### config.mk
export PLATFORM = sky130hd
export DESIGN_NAME = cis_sequencer
export DESIGN_NICKNAME = d
export VERILOG_FILES = /design/src/hdl/cis_pkg.sv /design/src/hdl/cis_sequencer.sv
export VERILOG_INCLUDE_DIRS = /design/src /design/src/hdl
export SDC_FILE = /design/constraint.sdc
export NUM_CORES = 1
export LEC_CHECK = 0
export BUFFER_PORTS_ARGS = -buffer_cell sky130_fd_sc_hd__buf_2
export CAP_MARGIN = 20
export CORE_UTILIZATION = 61
export CTS_CLUSTER_SIZE = 16
export DETAILED_ROUTE_END_ITERATION = 16
export PLACE_DENSITY_LB_ADDON = 0.2
export SYNTH_ARGS = -nofsm -noshare
export SYNTH_HDL_FRONTEND = slang
export SYNTH_SLANG_ARGS = --single-unit
### constraint.sdc
create_clock -name sys_clk_i -period 11.95 [get_ports sys_clk_i]
set_clock_uncertainty 0.15 [all_clocks]
set_input_delay 2.9875 -clock sys_clk_i [delete_from_list [all_inputs] [get_ports sys_clk_i]]
set_output_delay 2.9875 -clock sys_clk_i [all_outputs]
set_load 0.01 [all_outputs]
### src/hdl/cis_regs.svh
// Register offsets, field positions, reset values and cycle counts of the interrupt sequencer.
`ifndef CIS_REGS_SVH
`define CIS_REGS_SVH

`define CIS_ADDR_W 3
`define CIS_OFS_FLAG 3'h0
`define CIS_OFS_ENABLE 3'h1
`define CIS_OFS_STATUS 3'h2
`define CIS_OFS_MCUCTRL 3'h3
`define CIS_OFS_SP_LO 3'h4
`define CIS_OFS_SP_HI 3'h5
`define CIS_OFS_PENDING 3'h6

`define CIS_STATUS_GIE_BIT 7
`define CIS_MCUCTRL_VECTOR_SELECT_BIT_BIT 1

`define CIS_FLAG_RST 8'h00
`define CIS_ENABLE_RST 8'h00
`define CIS_SP_RST 16'h0AFF

`define CIS_ENTRY_CYC 5
`define CIS_VEC_JUMP_CYC 3
`define CIS_WAKE_CYC 5
`define CIS_RET_CYC 5
`define CIS_PC_BYTES 3

`endif

### src/hdl/cis_pkg.sv
// Types shared by the interrupt sequencer and its surroundings.
package cis_pkg;

  typedef enum logic [1:0] {
    CIS_IDLE,
    CIS_ENTRY,
    CIS_VEC,
    CIS_RET
  } cis_state_e;

  // Instruction-boundary report from the core pipeline.
  typedef struct packed {
    logic instr_done;
    logic set_gie;
    logic clr_gie;
    logic ret_int;
    logic sleeping;
  } cis_core_s;

  // Stack memory access request, one byte per cycle.
  typedef struct packed {
    logic wr;
    logic rd;
    logic [15:0] addr;
    logic [7:0] wdata;
  } cis_stack_s;

  // Program counter redirect toward the core.
  typedef struct packed {
    logic load;
    logic [15:0] pc;
  } cis_pc_s;

endpackage

### src/hdl/cis_sequencer.sv
// Reset and interrupt sequencer: masking, priority, vector entry and return.
`timescale 1ns/1ps
`include "cis_regs.svh"

module cis_sequencer
  import cis_pkg::*;
#(
  parameter int NUM_SRC = 8,
  parameter logic [7:0] FLAG_SRC = 8'hFF,
  parameter logic [15:0] BOOT_START = 16'h3800,
  parameter logic [15:0] VEC_SIZE = 16'h0002
)
(
  // Clock and reset.
  input wire logic sys_clk_i,
  input wire logic reset_i,
  // Register port.
  input wire logic [`CIS_ADDR_W-1:0] reg_addr_i,
  input wire logic [7:0] reg_wdata_i,
  input wire logic reg_wr_i,
  input wire logic reg_rd_i,
  output logic [7:0] reg_rdata_o,
  // Interrupt sources.
  input wire logic [NUM_SRC-1:0] src_event_i,
  input wire logic [NUM_SRC-1:0] src_level_i,
  // Static configuration pins.
  input wire logic boot_reset_fuse_i,
  input wire logic boot_lock_bit_02_i,
  input wire logic boot_lock_bit_12_i,
  // Core pipeline.
  input wire cis_core_s core_i,
  input wire logic [15:0] core_pc_i,
  output logic core_hold_o,
  output cis_pc_s pc_o,
  output logic [15:0] reset_vec_o,
  // Stack memory.
  output cis_stack_s stack_o,
  input wire logic [7:0] stack_rdata_i
);

  cis_state_e state_r;
  logic [3:0] step_r;
  logic [3:0] len_r;
  logic [NUM_SRC-1:0] flag_r;
  logic [NUM_SRC-1:0] enable_r;
  logic gie_r;
  logic vector_select_bit_r;
  logic [15:0] sp_r;
  logic [15:0] ret_pc_r;
  logic [15:0] pop_pc_r;
  logic [$clog2(NUM_SRC)-1:0] sel_r;
  logic [2:0] fuse_r0;
  logic [2:0] fuse_r1;
  logic [2:0] fuse_r2;
  logic [2:0] fuse_r;

  logic [NUM_SRC-1:0] req_w;
  logic [$clog2(NUM_SRC)-1:0] win_w;
  logic any_w;
  logic locked_w;
  logic boundary_w;
  logic accept_w;
  logic entry_done_w;
  logic ret_start_w;
  logic ret_done_w;
  logic [15:0] vec_base_w;
  logic [15:0] vec_addr_w;
  localparam int SEL_W = $clog2(NUM_SRC);

  // Configuration pins come from outside the clock domain; a change counts once two stages agree.
  always_ff @(posedge sys_clk_i or posedge reset_i)
  begin
    if (reset_i)
    begin
      fuse_r0 <= 3'h0;
      fuse_r1 <= 3'h0;
      fuse_r2 <= 3'h0;
      fuse_r <= 3'h0;
    end
    else
    begin
      fuse_r0 <= {boot_lock_bit_12_i, boot_lock_bit_02_i, boot_reset_fuse_i};
      fuse_r1 <= fuse_r0;
      fuse_r2 <= fuse_r1;
      if (fuse_r1 == fuse_r2)
        fuse_r <= fuse_r2;
    end
  end

  // Flag-type sources latch events, level-type sources pass their condition.
  genvar g;
  generate
    for (g = 0; g < NUM_SRC; g++)
    begin : g_src
      always_ff @(posedge sys_clk_i or posedge reset_i)
      begin
        if (reset_i)
          flag_r[g] <= 1'(`CIS_FLAG_RST >> g);
        else if (FLAG_SRC[g] && src_event_i[g])
          flag_r[g] <= 1'b1; // set wins over any clear
        else if (accept_w && win_w == SEL_W'(g))
          flag_r[g] <= 1'b0;
        else if (reg_wr_i && reg_addr_i == `CIS_OFS_FLAG && reg_wdata_i[g])
          flag_r[g] <= 1'b0;
      end
      assign req_w[g] = (FLAG_SRC[g] ? flag_r[g] : src_level_i[g]) & enable_r[g];
    end
  endgenerate

  // Lowest index is the lowest vector address and so the highest priority.
  always_comb
  begin
    win_w = '0;
    any_w = 1'b0;
    for (int i = NUM_SRC - 1; i >= 0; i--)
    begin
      if (req_w[i])
      begin
        win_w = i[$clog2(NUM_SRC)-1:0];
        any_w = 1'b1;
      end
    end
  end

  // Vectors follow the reset slot; the table moves with vector_select_bit.
  assign vec_base_w = vector_select_bit_r ? BOOT_START : 16'h0000;
  assign vec_addr_w = 16'(vec_base_w + (16'(sel_r) + 16'h0001) * VEC_SIZE);

  // Lock bits shut interrupts off when code and vectors sit in different sections.
  always_comb
  begin
    locked_w = 1'b0;
    if (fuse_r[1] && vector_select_bit_r && core_pc_i < BOOT_START)
      locked_w = 1'b1;
    if (fuse_r[2] && !vector_select_bit_r && core_pc_i >= BOOT_START)
      locked_w = 1'b1;
  end

  // Requests are taken only between instructions or while the core sleeps, never on the set-enable or return boundary.
  assign boundary_w = (core_i.instr_done && !core_i.set_gie && !core_i.ret_int)
    || core_i.sleeping;
  // The clear-enable instruction masks in its own cycle.
  assign accept_w = state_r == CIS_IDLE && boundary_w && gie_r && !core_i.clr_gie
    && any_w && !locked_w;
  assign ret_start_w = state_r == CIS_IDLE && core_i.instr_done && core_i.ret_int;
  assign entry_done_w = state_r == CIS_ENTRY && step_r == len_r;
  assign ret_done_w = state_r == CIS_RET && step_r == 4'(`CIS_RET_CYC - 1);

  // Sequencing of entry, vector jump and return.
  always_ff @(posedge sys_clk_i or posedge reset_i)
  begin
    if (reset_i)
    begin
      state_r <= CIS_IDLE;
      step_r <= 4'h0;
      len_r <= 4'h0;
      sel_r <= '0;
      ret_pc_r <= 16'h0000;
    end
    else
    begin
      case (state_r)
        CIS_IDLE:
        begin
          step_r <= 4'h0;
          if (accept_w)
          begin
            state_r <= CIS_ENTRY;
            sel_r <= win_w;
            ret_pc_r <= core_pc_i;
            len_r <= core_i.sleeping ? 4'(`CIS_ENTRY_CYC + `CIS_WAKE_CYC - 1)
                                     : 4'(`CIS_ENTRY_CYC - 1);
          end
          else if (ret_start_w)
            state_r <= CIS_RET;
        end
        CIS_ENTRY:
        begin
          step_r <= 4'(step_r + 4'h1);
          if (entry_done_w)
          begin
            state_r <= CIS_VEC;
            step_r <= 4'h0;
          end
        end
        CIS_VEC:
        begin
          step_r <= 4'(step_r + 4'h1);
          if (step_r == 4'(`CIS_VEC_JUMP_CYC - 1))
            state_r <= CIS_IDLE;
        end
        CIS_RET:
        begin
          step_r <= 4'(step_r + 4'h1);
          if (ret_done_w)
            state_r <= CIS_IDLE;
        end
        default:
          state_r <= CIS_IDLE;
      endcase
    end
  end

  // Global enable: entry clears it, return and software set it.
  always_ff @(posedge sys_clk_i or posedge reset_i)
  begin
    if (reset_i)
      gie_r <= 1'b0;
    else if (accept_w)
      gie_r <= 1'b0;
    else if (ret_done_w)
      gie_r <= 1'b1;
    else if (core_i.instr_done && core_i.clr_gie)
      gie_r <= 1'b0;
    else if (core_i.instr_done && core_i.set_gie)
      gie_r <= 1'b1;
    else if (reg_wr_i && reg_addr_i == `CIS_OFS_STATUS)
      gie_r <= reg_wdata_i[`CIS_STATUS_GIE_BIT];
  end

  // Stack pointer moves by three on entry and on return.
  always_ff @(posedge sys_clk_i or posedge reset_i)
  begin
    if (reset_i)
      sp_r <= `CIS_SP_RST;
    else if (entry_done_w)
      sp_r <= 16'(sp_r - 16'(`CIS_PC_BYTES));
    else if (ret_done_w)
      sp_r <= 16'(sp_r + 16'(`CIS_PC_BYTES));
    else if (reg_wr_i && reg_addr_i == `CIS_OFS_SP_LO)
      sp_r[7:0] <= reg_wdata_i;
    else if (reg_wr_i && reg_addr_i == `CIS_OFS_SP_HI)
      sp_r[15:8] <= reg_wdata_i;
  end

  // Stack traffic: three pushes on entry, three pops on return, third byte popped first, then high, then low.
  always_ff @(posedge sys_clk_i or posedge reset_i)
  begin
    if (reset_i)
    begin
      stack_o <= '0;
      pop_pc_r <= 16'h0000;
    end
    else
    begin
      stack_o.wr <= 1'b0;
      stack_o.rd <= 1'b0;
      if (state_r == CIS_ENTRY && step_r < 4'(`CIS_PC_BYTES))
      begin
        stack_o.wr <= 1'b1;
        stack_o.addr <= 16'(sp_r - 16'(step_r));
        stack_o.wdata <= step_r == 4'h0 ? ret_pc_r[7:0] :
                         step_r == 4'h1 ? ret_pc_r[15:8] : 8'h00;
      end
      if (state_r == CIS_RET && step_r < 4'(`CIS_PC_BYTES))
      begin
        stack_o.rd <= 1'b1;
        stack_o.addr <= 16'(sp_r + 16'(step_r) + 16'h0001);
      end
      // Read data stand one cycle after each pop request.
      if (state_r == CIS_RET && step_r == 4'h3)
        pop_pc_r[15:8] <= stack_rdata_i;
      if (state_r == CIS_RET && step_r == 4'h4)
        pop_pc_r[7:0] <= stack_rdata_i;
    end
  end

  // Core redirect and stall.
  always_ff @(posedge sys_clk_i or posedge reset_i)
  begin
    if (reset_i)
    begin
      pc_o <= '0;
      core_hold_o <= 1'b0;
      reset_vec_o <= 16'h0000;
    end
    else
    begin
      reset_vec_o <= fuse_r[0] ? BOOT_START : 16'h0000;
      pc_o.load <= 1'b0;
      core_hold_o <= accept_w || ret_start_w
        || (state_r == CIS_ENTRY && !entry_done_w)
        || (state_r == CIS_RET && !ret_done_w);
      if (entry_done_w)
      begin
        pc_o.load <= 1'b1;
        pc_o.pc <= vec_addr_w;
      end
      // The popped byte arrives with the last return cycle.
      if (ret_done_w)
      begin
        pc_o.load <= 1'b1;
        pc_o.pc <= {pop_pc_r[15:8], stack_rdata_i};
      end
    end
  end

  // Software-owned controls.
  always_ff @(posedge sys_clk_i or posedge reset_i)
  begin
    if (reset_i)
    begin
      enable_r <= NUM_SRC'(`CIS_ENABLE_RST);
      vector_select_bit_r <= 1'b0;
    end
    else if (reg_wr_i && reg_addr_i == `CIS_OFS_ENABLE)
      enable_r <= reg_wdata_i[NUM_SRC-1:0];
    else if (reg_wr_i && reg_addr_i == `CIS_OFS_MCUCTRL)
      vector_select_bit_r <= reg_wdata_i[`CIS_MCUCTRL_VECTOR_SELECT_BIT_BIT];
  end

  // Read data, valid in the cycle after the strobe only.
  always_ff @(posedge sys_clk_i or posedge reset_i)
  begin
    if (reset_i)
      reg_rdata_o <= 8'h00;
    else if (!reg_rd_i)
      reg_rdata_o <= 8'h00;
    else
    begin
      case (reg_addr_i)
        `CIS_OFS_FLAG: reg_rdata_o <= 8'(flag_r);
        `CIS_OFS_ENABLE: reg_rdata_o <= 8'(enable_r);
        `CIS_OFS_STATUS: reg_rdata_o <= {gie_r, 5'h00, 2'(state_r)};
        `CIS_OFS_MCUCTRL: reg_rdata_o <= {6'h00, vector_select_bit_r, 1'b0};
        `CIS_OFS_SP_LO: reg_rdata_o <= sp_r[7:0];
        `CIS_OFS_SP_HI: reg_rdata_o <= sp_r[15:8];
        `CIS_OFS_PENDING: reg_rdata_o <= 8'(req_w);
        default: reg_rdata_o <= 8'h00;
      endcase
    end
  end

  AST_GIE_CLEARED_ON_ENTRY: assert property (@(posedge sys_clk_i) disable iff (reset_i)
    accept_w |=> !gie_r)
    else $error("Global enable still set after entry.");

  AST_NO_TAKE_WITHOUT_ENABLE: assert property (@(posedge sys_clk_i) disable iff (reset_i)
    accept_w |-> gie_r && enable_r[win_w])
    else $error("Interrupt taken while masked.");

  AST_CLI_MASKS: assert property (@(posedge sys_clk_i) disable iff (reset_i)
    (core_i.instr_done && core_i.clr_gie && state_r == CIS_IDLE) |-> !accept_w ##1 !gie_r)
    else $error("Interrupt taken beside clear-enable.");

  AST_ENTRY_FIVE: assert property (@(posedge sys_clk_i) disable iff (reset_i)
    (accept_w && !core_i.sleeping) |-> ##1 core_hold_o [*5] ##1 (pc_o.load && !core_hold_o))
    else $error("Entry did not take five cycles.");

  AST_WAKE_TEN: assert property (@(posedge sys_clk_i) disable iff (reset_i)
    (accept_w && core_i.sleeping) |-> ##10 entry_done_w)
    else $error("Wake entry not five cycles longer.");

  AST_SP_DOWN_THREE: assert property (@(posedge sys_clk_i) disable iff (reset_i)
    entry_done_w |=> sp_r == 16'($past(sp_r) - 16'h0003))
    else $error("Stack pointer not lowered by three.");

  AST_RET_FIVE: assert property (@(posedge sys_clk_i) disable iff (reset_i)
    ret_start_w |-> ##1 core_hold_o [*5] ##1 (pc_o.load && !core_hold_o && gie_r
      && sp_r == 16'($past(sp_r, 6) + 16'h0003)))
    else $error("Return not completed in five cycles.");

  AST_HIGHEST_WINS: assert property (@(posedge sys_clk_i) disable iff (reset_i)
    accept_w |-> (req_w & NUM_SRC'((1 << win_w) - 1)) == '0)
    else $error("Lower-priority source taken.");

  AST_FLAG_CLEARED: assert property (@(posedge sys_clk_i) disable iff (reset_i)
    (accept_w && FLAG_SRC[win_w] && !src_event_i[win_w]) |=> !flag_r[$past(win_w)])
    else $error("Flag not cleared on vectoring.");

  AST_VEC_JUMP_THREE: assert property (@(posedge sys_clk_i) disable iff (reset_i)
    entry_done_w |=> (state_r == CIS_VEC) [*3] ##1 (state_r == CIS_IDLE))
    else $error("Vector jump not three cycles.");

endmodule // cis_sequencer

Yosys cells after proc, flatten, opt, wreduce, memory -nomap -nowiden
Index checks and enable logic that the tools add are counted.

Add/subtract/negate cells: 8. Magnitude comparators: 3. Equal/unequal tests: 27. Multiplexer cells: 72. Bitwise gates (word level): 9. Reductions and logical operators: 77.

Operators with widths (count): $pmux W8 S7 (1); $mux W17 (3); $mux W8 (6); $logic_and A1 B1 Y1 (44); $mux W1 (40); $mux W16 (2); $reduce_bool A3 Y1 (10); $mux W14 (2); $mux W24 (1); $mux W3 (8); $eq A3 B3 Y1 const B (7); $add A16 B1 Y16 const B (1); $add A16 B2 Y16 const B (1); $add A16 B4 Y16 (1); $ge A16 B14 Y1 const B (1); $lt A16 B14 Y1 const B (1); $sub A16 B2 Y16 const B (1); $sub A16 B4 Y16 (1); $add A14 B5 Y15 (1); $eq A3 B2 Y1 const B (4); $pmux W4 S3 (1); $mux W2 (5); $and A1 B1 Y1 (8); $eq A4 B2 Y1 const B (2); 25 further kinds (44).

Register bits after elaboration: 149. Input bits: 63. Logic and storage cells: 228.

Depth between registers and ports, before layout
Gate-level depths: netlist (run 1).

Depth after elaboration: 14. Depth in mapped cells: 9. Depth with buffers taken out: 9.

Least setup slack after synthesis (run 1)
Ideal clock, no wire load.

Path kind: input to register. Start: input port core_pc_i[11]. End: register len_r[0]. Setup time: 0.125 ns. Arrival: 4.426 ns. Path slack: 7.249 ns. Stages: 6. Buffers on the path: 2. Cells stage by stage: a311oi_1 > mux2i_1 > a211oi_1 > buf_2 > buf_2 > mux2_2.

Cells in the longest elaborated chain, start to end: 7.

Ends and longest elaborated chain: from (decl) (line cis_sequencer.sv:32) `input wire logic [15:0] core_pc_i,`; $lt A16 B14 Y1 (line cis_sequencer.sv:133) `if (fuse_r[1] && vector_select_bit_r && core_pc_i < BOOT_START)`; $logic_and A1 B1 Y1 (line cis_sequencer.sv:133); $mux W1 (line cis_sequencer.sv:133); $mux W1 * (line cis_sequencer.sv:135) `if (fuse_r[2] && !vector_select_bit_r && core_pc_i >= BOOT_START)`; $logic_not A1 Y1 * (line cis_sequencer.sv:144) `&& any_w && !locked_w;`; $logic_and A1 B1 Y1 * (line cis_sequencer.sv:144); $reduce_and A2 Y1 (no line) *; to (signal assigned) (line cis_sequencer.sv:171) `` len_r <= core_i.sleeping ? 4'(`CIS_ENTRY_CYC + `CIS_WAKE_CYC - 1) ``; to (decl) (line cis_sequencer.sv:43) `logic [3:0] len_r;`.

Every way passes the cells marked *; elsewhere a longest branch is shown, timed or not. A chain may end at the register's enable or synchronous reset.

Worst setup path after layout (run 1)
Start: input port core_pc_i[13]. End: register ret_pc_r[9].

Cells in the longest elaborated chain, start to end: 7.

Ends and longest elaborated chain: $lt A16 B14 Y1 (line cis_sequencer.sv:133); $logic_and A1 B1 Y1 (line cis_sequencer.sv:133); $mux W1 (line cis_sequencer.sv:133); $mux W1 * (line cis_sequencer.sv:135); $logic_not A1 Y1 * (line cis_sequencer.sv:144); $logic_and A1 B1 Y1 * (line cis_sequencer.sv:144); $reduce_and A2 Y1 (no line) *; to (signal assigned) (line cis_sequencer.sv:170) `ret_pc_r <= core_pc_i;`; to (decl) (line cis_sequencer.sv:49) `logic [15:0] ret_pc_r;`.

Marked as above.

==> results of run 1 <==
cell type report:
cell class                      instances  area [um2]  share of cell area (%)
Sequential cell                       134        3366                   39.12
Tap cell                              147       183.9                   2.138
Multi-Input combinational cell        543        3730                   43.35
Timing Repair Buffer                  116       605.6                   7.039
Clock inverter                         13       148.9                   1.731
Clock buffer                           19       442.9                   5.148
Inverter                               33       126.4                   1.469
registers in the layout (all words and copies together) (netlist names), 2 cells and up:
name and cells:
stack_o 26, pc_o 17, ret_pc_r 16, sp_r 16, enable_r 8, flag_r 8, pop_pc_r 8, reg_rdata_o 8
step_r 4, fuse_r0 3, fuse_r1 3, fuse_r2 3, fuse_r 3, sel_r 3, len_r 2, state_r 2
worst max path at each step:
| stage | endpoint | slack [ns] | start |
|---|---|---|---|
| after global placement | ret_pc_r[9] | 6.68 | core_pc_i[13] |
| final | ret_pc_r[9] | 7.04 | core_pc_i[13] |
| after floorplan | core_hold_o | 5.25 | reset_i |
| after global routing | enable_r[0] | 6.93 | reg_addr_i[0] |
| after CTS | ret_pc_r[12] | 7.08 | core_pc_i[13] |
| after detailed placement | ret_pc_r[12] | 6.64 | core_pc_i[13] |
cells by family (layout without fill, tap and decap cells):
logic type      count (synthesis)  count (layout)  synth area share, %
fa+ha+maj                      17              17                3.053
mux                            52              52                7.683
simple gates                  234             234                15.90
flops                         134             134                45.13
compound gates                201             201                19.38
buf+inv                        95             181                5.754
other cells                     1              13              0.05028
xor+xnor                       26              26                3.053
metal layers:
| layer | wire (um) | vias to the layer above | share of wire, % |
|---|---|---|---|
| met4 | 688 | 0 | 3.5 |
| met3 | 1469 | 54 | 7.5 |
| met5 | 0 | - | 0 |
| met2 | 9355 | 312 | 48 |
| met1 | 8063 | 3183 | 41 |
| li1 | - | 2947 | - |
synth_stat cells (4+ instances only):
cell / instances / area share [%]
a211o_1: 6 / 0.70
a211oi_1: 11 / 1.1
a21o_1: 6 / 0.60
a21oi_1: 29 / 1.9
a221o_1: 8 / 1.1
a22o_1: 12 / 1.4
a22oi_1: 19 / 1.9
a31oi_1: 11 / 0.92
a32o_1: 4 / 0.54
and2_1: 6 / 0.50
and3_1: 8 / 0.67
and3b_1: 5 / 0.59
buf_2: 6 / 0.40
buf_4: 15 / 1.5
clkbuf_1: 38 / 1.9
dfrtp_1: 124 / 42
dfstp_2: 10 / 3.5
ha_1: 15 / 2.5
inv_1: 33 / 1.7
mux2_2: 42 / 6.3
mux2i_1: 10 / 1.3
nand2_1: 72 / 3.6
nand3_1: 27 / 1.8
nand4_1: 11 / 0.92
nor2_1: 43 / 2.2
nor2b_1: 6 / 0.50
nor3_1: 15 / 1.0
nor4_1: 9 / 0.75
o211ai_1: 7 / 0.70
o21ai_0: 37 / 2.5
o221ai_1: 4 / 0.47
o22ai_1: 7 / 0.59
o32a_1: 6 / 0.81
or3_1: 7 / 0.59
xnor2_1: 19 / 2.2
xor2_1: 7 / 0.82
cell usage in the layout, fill, tap and decap left out, types with 8 or more instances in the layout:
master     synthesis  routed
a22oi_1           19      19
dfrtp_1          124     124
a221o_1            8       8
nor2_1            43      42
nand3_1           27      27
inv_1             33      32
a211oi_1          11      10
buf_2              6     109
clkbuf_16          0      17
nand4_1           11      11
a22o_1            12      12
a31oi_1           11      11
nand2_1           72      72
nor3_1            15      15
xnor2_1           19      19
o21ai_0           37      37
conb_1             1      13
and3_1             8       8
mux2i_1           10      10
a21oi_1           29      29
dfstp_2           10      10
ha_1              15      15
mux2_2            42      42
nor4_1             9       8
power breakdown:
part	internal, mW	total, mW	leakage, nW	switching [mW]
Clock	0.315	0.524	0.281	0.209
Combinational	0.377	0.864	1.99	0.487
Sequential	0.634	0.840	1.62	0.206
worst reg2reg max path, delay by kind of cell, from the launching register on:
kind	cells	cell delay (ns)
compound gates	2	0.47
fa+ha+maj	1	0.40
buf+inv	1	0.14
flops	1	0.58
mux	1	0.16
simple gates	2	0.93
==> impl_metrics.env, run 1 <==
export IMPL_status="finished clean"
export IMPL_place_ws_ns=6.635
export IMPL_path_cells="buf_2 -> a311oi_1 -> mux2i_1 -> a211oi_4 -> buf_4 -> mux2_2"
export IMPL_postCtsSetupBuffers=0
export IMPL_vias=6496
export IMPL_worst_hold_slack_ns=0.2050
export IMPL_synth_distinct_cells=76
export IMPL_setup_viol=0
export IMPL_cts_htree_levels=4
export IMPL_routed_via_density=6.464
export IMPL_holdBufCountCts=0
export IMPL_totalWireLength_mm=19.58
export IMPL_die_area_mm2=0.01267
export IMPL_cts_root_buf="clkbuf_16"
export IMPL_gp_congestion=0.9428
export IMPL_hold_path_class="reg -> reg"
export IMPL_dp_cells=973
export IMPL_routedWlPerCell_um=19.48
export IMPL_die_y_um=112.6
export IMPL_grt_pass1_wl_mm=31.99
export IMPL_finalNetCount=925
export IMPL_ys_seq_elements=134
export IMPL_maxCapViolCount=0
export IMPL_path_class="in -> reg"
export IMPL_total_power_mw=2.228
export IMPL_worst_skew_pair_late_latency_ns=0.43
export IMPL_clkSinkCount=134
export IMPL_syn_avg_cell_area_um2=9.814
export IMPL_reg2reg_to="stack_o[23]"
export IMPL_dr_pass1_iters=6
export IMPL_holdPathStages=0
export IMPL_clk_pin_slew_worst_paths_ns=0.06
export IMPL_antenna_found_initial=0
export IMPL_synth_edff_count=0
export IMPL_dpl_hpwl_mm=13.78
export IMPL_place_area_mm2=0.008011
export IMPL_endpoint_kind="register"
export IMPL_power_per_cell_area_mw_per_mm2=258.9
export IMPL_r2r_start="step_r[2]"
export IMPL_syn2layout_area_growth_pct=15.35
export IMPL_critical_path_top_delay_family="compound AO/OA/AOI/OAI gates"
export IMPL_fin_crit_ns=4.913
export IMPL_first_global_vias=6379
export IMPL_p_leak_nw=3.894
export IMPL_hold_viol_final=0
export IMPL_layout_drive_gt1_share_pct=24.71
export IMPL_cts_resized=0
export IMPL_critPathMaxStageDelay_ns=0.54
export IMPL_min_period_over_period_pct=41.12
export IMPL_synth_seq_area_share_pct=45.13
export IMPL_core_area_mm2=0.01196
export IMPL_worstMarginPinSlew_ns=0.9916
export IMPL_stdcell_area_mm2=0.008603
export IMPL_ff2ff_path_depth=7
export IMPL_cts_buffers=17
export IMPL_use_met1_pct=42.57
export IMPL_finalMaxSlewViolations=0
export IMPL_regToRegSetupSlack_ns=9.01
export IMPL_cp_depth=6
export IMPL_ys_warn_count=0
export IMPL_busiest_layer="met2"
export IMPL_fmax_ghz=0.2035
export IMPL_hold_end="fuse_r1[1]"
export IMPL_rsz0062_at_grt="no"
export IMPL_cp_arrival_ns=5.07
export IMPL_track_usage_pct=32.47
export IMPL_relSlewSlack_pct=33.90
export IMPL_drt_iter0_markers=570
export IMPL_n_antenna_cell=0
export IMPL_fp_dieW_um=112.6
export IMPL_cp_slowest_cell="a311oi_1"
export IMPL_synth_ff_type="dfrtp_1"
export IMPL_grtUsageMet2_pct=51.44
export IMPL_path_buf_inv=2
export IMPL_crit_path_start_kind="input pin"
export IMPL_start_util_pct=62.35
export IMPL_fillers=927
export IMPL_rows=40
export IMPL_cp_required_ns=12.11
export IMPL_finalWorstSetupSlack_ns=7.037
export IMPL_cts_path_max_buffers=2
export IMPL_synth_area_mm2=0.007458
export IMPL_overflow=0
export IMPL_ys_async_sr_fraction_pct=100.0
export IMPL_grt_met3_usage_pct=6.803
export IMPL_vdd_ir_drop_worst_v=0.0001584
export IMPL_synth_cells=760
export IMPL_hold_start="fuse_r0[1]"
export IMPL_finalNonFillerCells=1005
export IMPL_cts_tree="yes"
export IMPL_utilization_pct=71.92
export IMPL_grt_start_max_net_pins=78
export IMPL_drtAntennaViolNets=0
export IMPL_tns_ns=0
export IMPL_io_pins=131
export IMPL_drc=0
export IMPL_io_buffers=109
export IMPL_cp_max_fo=23
No activity file was read; power rests on OpenSTA's default activity.
==> inputs of run 2 (changes only) <==
ABC_AREA = 1   (was unset)
CORE_UTILIZATION = 57   (was 61)
clock period = 5 ns   (was 11.95 ns; I/O delays follow)
==> run 2 against run 1 <==
Register-to-register slack worse by 7.2 ns. Global-route usage down 3.9 points. Flip-flop and latch count unchanged. Synthesized area up 2.1%. Cell area up 2.4%. Die area up 9.1%. Combinational power up 150%. Critical path type is now reg -> reg. Critical endpoint is now sp_r[7]. Largest power group unchanged.
==> impl_metrics.env, run 2 <==
export IMPL_drtAntennaViolNets=0
export IMPL_clkSinkCount=134
export IMPL_regArea_mm2=0.003366
export IMPL_synth_common_cells="303 x nand2_1, 124 x dfrtp_1, 118 x inv_1, 115 x nand3_1, 76 x o21ai_0"
export IMPL_hold_path_class="reg -> reg"
export IMPL_largest_reg_flops=26
export IMPL_relSlewSlack_pct=52.07
export IMPL_drt_iter0_markers=560
export IMPL_path_buf_inv=4
export IMPL_setup_viol=0
export IMPL_cp_max_fo=27
export IMPL_cts_path_max_buffers=2
export IMPL_cts_tree="yes"
export IMPL_path_cells="inv_1 -> ha_1 -> nand3_1 -> nor2_4 -> inv_2 -> nand2_2 -> inv_2 -> o21ai_2 -> inv_1 -> o21ai_0"
export IMPL_vdd_ir_drop_worst_v=0.0003108
export IMPL_p_leak_nw=4.503
export IMPL_syn_avg_cell_area_um2=7.512
export IMPL_rows=41
export IMPL_dpl_hpwl_mm=13.48
export IMPL_synth_cells=1014
export IMPL_finalMaxSlewViolations=0
export IMPL_cp_slowest_cell="nor2_4"
export IMPL_io_buffers=109
export IMPL_finalNetCount=1192
export IMPL_vias=7024
export IMPL_cp_required_ns=5.20
export IMPL_regToRegSetupSlack_ns=1.78
export IMPL_die_area_mm2=0.01383
export IMPL_endpoint_kind="register"
export IMPL_maxCapViolCount=0
export IMPL_routedWlPerCell_um=14.56
export IMPL_holdBufCountCts=0
export IMPL_rsz0062_at_grt="no"
export IMPL_gp_congestion=0.9633
export IMPL_antenna_found_initial=0
export IMPL_fin_crit_ns=3.225
export IMPL_synth_seq_area_share_pct=44.19
export IMPL_critPathMaxStageDelay_ns=0.57
export IMPL_ys_async_sr_fraction_pct=100.0
export IMPL_clk_pin_slew_worst_paths_ns=0.06
export IMPL_p_sw_mw=2.219
export IMPL_p_comb_share_pct=40.2
export IMPL_ys_warn_count=0
export IMPL_cp_arrival_ns=3.42
export IMPL_layout_commonest_cell="nand2_1"
export IMPL_fillers=1112
export IMPL_critical_path_top_delay_family="buffers and inverters"
export IMPL_io_pins=131
export IMPL_yosys_area_top_type="dfrtp_1"
export IMPL_overflow=0
export IMPL_total_power_mw=5.306
export IMPL_first_global_vias=6556
export IMPL_layout_drive_gt1_share_pct=15.76
export IMPL_synth_distinct_cells=46
export IMPL_syn2layout_area_growth_pct=15.62
export IMPL_synth_ff_type="dfrtp_1"
export IMPL_ys_seq_elements=134
export IMPL_die_y_um=117.6
export IMPL_track_usage_pct=28.59
export IMPL_grt_start_max_net_pins=122
export IMPL_multi_input_area_mm2=0.003563
export IMPL_cts_buffers=17
export IMPL_worst_skew_pair_late_latency_ns=0.43
export IMPL_netSwitchingFraction_pct=41.82
export IMPL_r2r_start="step_r[1]"
export IMPL_hold_viol_final=0
export IMPL_final_cell_mix="303 x nand2_1, 124 x dfrtp_1, 117 x inv_1, 115 x nand3_1, 109 x buf_2"
export IMPL_cts_resized=0
export IMPL_min_period_over_period_pct=64.49
export IMPL_start_util_pct=59.40
export IMPL_n_antenna_cell=0
export IMPL_crit_path_start_kind="register"
export IMPL_hold_start="fuse_r0[0]"
export IMPL_postCtsSetupBuffers=0
export IMPL_cts_htree_levels=4
export IMPL_worstMarginPinSlew_ns=0.7173
export IMPL_synth_area_mm2=0.007617
export IMPL_routed_via_density=5.424
export IMPL_synth_most_common_cell="nand2_1"
export IMPL_p_seq_share_pct=35.7
export IMPL_fmax_ghz=0.3101
export IMPL_core_area_mm2=0.01282
export IMPL_regMostFlops="stack_o"
export IMPL_cts_root_buf="clkbuf_16"
export IMPL_internal_power_mw=3.087
export IMPL_synth_top_area_share_pct=40.74
export IMPL_drc=0
export IMPL_clock_power_share_pct=24.2
export IMPL_startpoint="step_r[1]"
export IMPL_grt_pass1_wl_mm=31.55
export IMPL_netlist_top_cells_area="dfrtp_1 41%, nand2_1 15%, nand3_1 7.6%"
export IMPL_dr_pass1_iters=5
export IMPL_top_regs="stack_o: 26 flops, pc_o: 17 flops"
export IMPL_power_per_cell_area_mw_per_mm2=602.5
export IMPL_path_class="reg -> reg"
export IMPL_totalWireLength_mm=18.85
export IMPL_synth_edff_count=0
export IMPL_tns_ns=0
export IMPL_status="finished clean"
export IMPL_fp_dieW_um=117.6
-- run 2: cell types whose count changed after synthesis, moves of 31 or more --
cell     before  now
inv_1        33  118
mux2_2       42    4
nand2_1      72  303
nand3_1      27  115
nor2_1       43   74
o21ai_0      37   76
-- run 2: power by group through the flow --
stage	combinational (mW)	clock [mW]	sequential, mW
global placement	2.04	0	1.88
CTS	2.12	1.29	1.88
floorplan	1.57	0	1.83
detailed placement	2.09	0	1.89
global route	2.41	1.34	1.95
finish	2.13	1.28	1.89
-- run 2: through the flow --
step | instance area (um2) | cells | worst slack, ns | util [%] | hold slack (ns)
CTS | 8780 | 1294 | 1.788 | 68.46 | 0.2038
global placement | 8175 | 1264 | 1.888 | 63.75 | 0.1830
detailed placement | 8175 | 1264 | 1.860 | 63.75 | 0.1911
finish | 8807 | 1295 | 1.775 | 68.67 | 0.1991
floorplan | 7662 | 1026 | 0.03379 | - | 0.1812
global route | 8807 | 1295 | 1.482 | 68.67 | 0.2062
-- run 2: per-layer routing --
layer	up-vias	global-route usage, %	routed length [um]
li1	3458	-	-
met2	289	44.34	8459
met3	36	6.492	1492
met4	0	10.90	420
met1	3241	39.06	8479
met5	-	0	0
-- run 2: path summary, 6_finish.rpt --
path,endpoint,cells past startpoint
min in group asynchronous,reset_vec_o[12],2
worst max-delay path,sp_r[7],10
max in group asynchronous,stack_o[11],4
worst min-delay path,fuse_r1[0],0
worst min register to register,fuse_r1[0],0
worst max register to register,sp_r[7],10
-- run 2: kinds of logic (layout without fill, tap and decap cells) --
group / Yosys count / after routing / share of synthesized area [%]
and+or+nand+nor: 521 / 521 / 28.81
buffers and inverters: 170 / 267 / 9.625
AOI/OAI and AO/OA: 151 / 151 / 11.91
DFF: 134 / 134 / 44.19
adders and majority gates: 17 / 17 / 2.990
xor gates and xnor gates: 16 / 16 / 1.840
muxes: 4 / 4 / 0.5913
other: 1 / 13 / 0.04923
-- run 2: layout make-up --
cell class              count  share of cell area, %
clock inverters            11                  1.719
inverters                 126                  5.427
well taps                 172                  2.444
multi-input cells         722                  40.46
clock buffers              19                  5.143
repair buffers            111                  6.592
flip-flops and latches    134                  38.22
==> inputs of run 3 (changes only) <==
clock period = 3.2 ns   (was 5 ns; I/O delays follow)
==> run 3 against run 2 <==
Fmax up 25%. Global-route usage shrank 0.17 points. Sequential share of layout area down 0.17 points. Clock-buffer cell count up 1. Cell area is 0.44% higher. Largest power group unchanged. Highest routed layer unchanged.
==> impl_metrics.env, run 3 (same netlist as run 2, synthesis figures left out) <==
export IMPL_layout_drive_gt1_share_pct=15.97
export IMPL_finalMaxSlewViolations=0
export IMPL_crit_path_start_kind="register"
export IMPL_antenna_found_initial=0
export IMPL_netSwitchingFraction_pct=41.41
export IMPL_worst_hold_slack_ns=0.1997
export IMPL_hold_viol_final=0
export IMPL_relSlewSlack_pct=53.45
export IMPL_hold_path_class="reg -> reg"
export IMPL_grt_met3_usage_pct=5.233
export IMPL_status="finished clean"
export IMPL_worst_skew_pair_late_latency_ns=0.42
export IMPL_drtAntennaViolNets=0
export IMPL_die_y_um=117.6
export IMPL_cp_max_fo=20
export IMPL_vdd_ir_drop_worst_v=0.0004868
export IMPL_regMostFlops="stack_o"
export IMPL_min_period_over_period_pct=80.71
export IMPL_cts_resized=0
export IMPL_cp_required_ns=3.40
export IMPL_utilization_pct=68.98
export IMPL_grtUsageMet2_pct=43.60
export IMPL_holdBufCountCts=0
export IMPL_p_leak_nw=4.522
export IMPL_vias=7033
export IMPL_rsz0062_at_grt="no"
export IMPL_syn2layout_area_growth_pct=16.13
export IMPL_routedWlPerCell_um=14.54
export IMPL_finalNonFillerCells=1299
export IMPL_core_area_mm2=0.01282
export IMPL_path_class="reg -> reg"
export IMPL_dp_cells=1268
export IMPL_io_buffers=109
export IMPL_maxCapViolCount=0
export IMPL_die_area_mm2=0.01383
export IMPL_cts_tree="yes"
export IMPL_cts_root_buf="clkbuf_16"
export IMPL_grt_pass1_wl_mm=31.38
export IMPL_routed_via_density=5.414
export IMPL_fin_crit_ns=2.583
export IMPL_cts_htree_levels=4
export IMPL_worstMarginPinSlew_ns=0.6983
export IMPL_setup_viol=0
export IMPL_gp_congestion=0.9707
export IMPL_grt_start_max_net_pins=135
export IMPL_start_util_pct=59.40
export IMPL_io_pins=131
export IMPL_drt_iter0_markers=698
export IMPL_cp_arrival_ns=2.78
export IMPL_use_met1_pct=39.21
export IMPL_first_global_vias=6439
export IMPL_internal_power_mw=4.914
export IMPL_final_cell_mix="303 x nand2_1, 124 x dfrtp_1, 117 x inv_1, 115 x nand3_1, 109 x buf_2"
export IMPL_top_regs="stack_o: 26 flops, pc_o: 17 flops"
export IMPL_fmax_ghz=0.3872
export IMPL_finalNetCount=1195
export IMPL_fillers=1107
export IMPL_clkSinkCount=134
export IMPL_dr_pass1_iters=7
export IMPL_totalWireLength_mm=18.88
export IMPL_tns_ns=0
export IMPL_track_usage_pct=28.42
export IMPL_cts_buffers=17
export IMPL_endpoint_kind="register"
export IMPL_n_antenna_cell=0
export IMPL_largest_reg_flops=26
export IMPL_fp_dieW_um=117.6
export IMPL_overflow=0
export IMPL_drc=0
export IMPL_cts_path_max_buffers=2
export IMPL_busiest_layer="met2"
export IMPL_postCtsSetupBuffers=0
export IMPL_rows=41
export IMPL_p_sw_mw=3.473
export IMPL_p_seq_share_pct=35.2
export IMPL_layout_commonest_cell="nand2_1"
export IMPL_clk_pin_slew_worst_paths_ns=0.06
export IMPL_p_comb_share_pct=40.0
export IMPL_power_per_cell_area_mw_per_mm2=948.1
export IMPL_dpl_hpwl_mm=13.45
export IMPL_clock_power_share_pct=24.9
-- run 3: cell types whose count changed in the layout (fill, tap and decap cells not counted) --
cell / before / now
buf_12: 0 / 1
buf_16: 1 / 0
buf_4: 1 / 4
bufinv_16: 3 / 4
clkbuf_1: 0 / 1
clkinv_4: 2 / 0
clkinvlp_4: 4 / 5
-- run 3: through the flow --
step / instance area, um2 / power [mW] / setup slack (ns)
5_1_grt: 8846 / 9.014 / 0.2437
3_5_place_dp: 8217 / 6.244 / 0.6443
6_report: 8846 / 8.387 / 0.6174
3_3_place_gp: 8217 / 6.141 / 0.6903
4_1_cts: 8846 / 8.377 / 0.6046
2_1_floorplan: 7666 / 5.307 / 0.5930
-- run 3: final timing paths --
check                      cells after the start  slack [ns]       start        endpoint
setup / recovery                              11        0.62   step_r[0]         sp_r[7]
hold / removal                                 0        0.20  fuse_r0[0]      fuse_r1[0]
setup reg to reg                              11        0.62   step_r[0]         sp_r[7]
hold reg to reg                                0        0.20  fuse_r0[0]      fuse_r1[0]
max in group asynchronous                      3        1.94     reset_i  reg_rdata_o[6]
min in group asynchronous                      3        0.44     reset_i     stack_o[10]
-- run 3: critical path: stages, from the launching register on --
cell     delay, ns
dfrtp_1       0.49
inv_1         0.14
ha_1          0.25
nand3_1       0.16
nor2_4        0.05
inv_2         0.25
nand2_2       0.10
inv_2         0.33
o21ai_2       0.26
inv_1         0.18
nand2_1       0.07
o21ai_0       0.07
-- run 3: metal layers --
layer	share of wire, %	wire (um)
met1	45	8447
met2	46	8629
met3	7.3	1374
met4	2.3	429
met5	0	0
-- run 3: layout make-up --
| class | count | area [um2] | area share (%) |
|---|---|---|---|
| clock buffers | 20 | 456.7 | 5.163 |
| clock inverters | 11 | 172.7 | 1.952 |
| inverters | 126 | 476.7 | 5.389 |
| multi-input cells | 722 | 3563 | 40.28 |
| flip-flops and latches | 134 | 3366 | 38.05 |
| well taps | 172 | 215.2 | 2.433 |
| repair buffers | 114 | 595.6 | 6.733 |
-- run 3: power groups by stage --
stage          combinational (mW)  sequential (mW)  clock (mW)
3_5_place_dp                 3.29             2.95           0
3_3_place_gp                 3.21             2.93           0
5_1_grt                      3.79             3.04        2.18
4_1_cts                      3.33             2.93        2.11
2_1_floorplan                2.45             2.86           0
6_report                     3.35             2.95        2.09
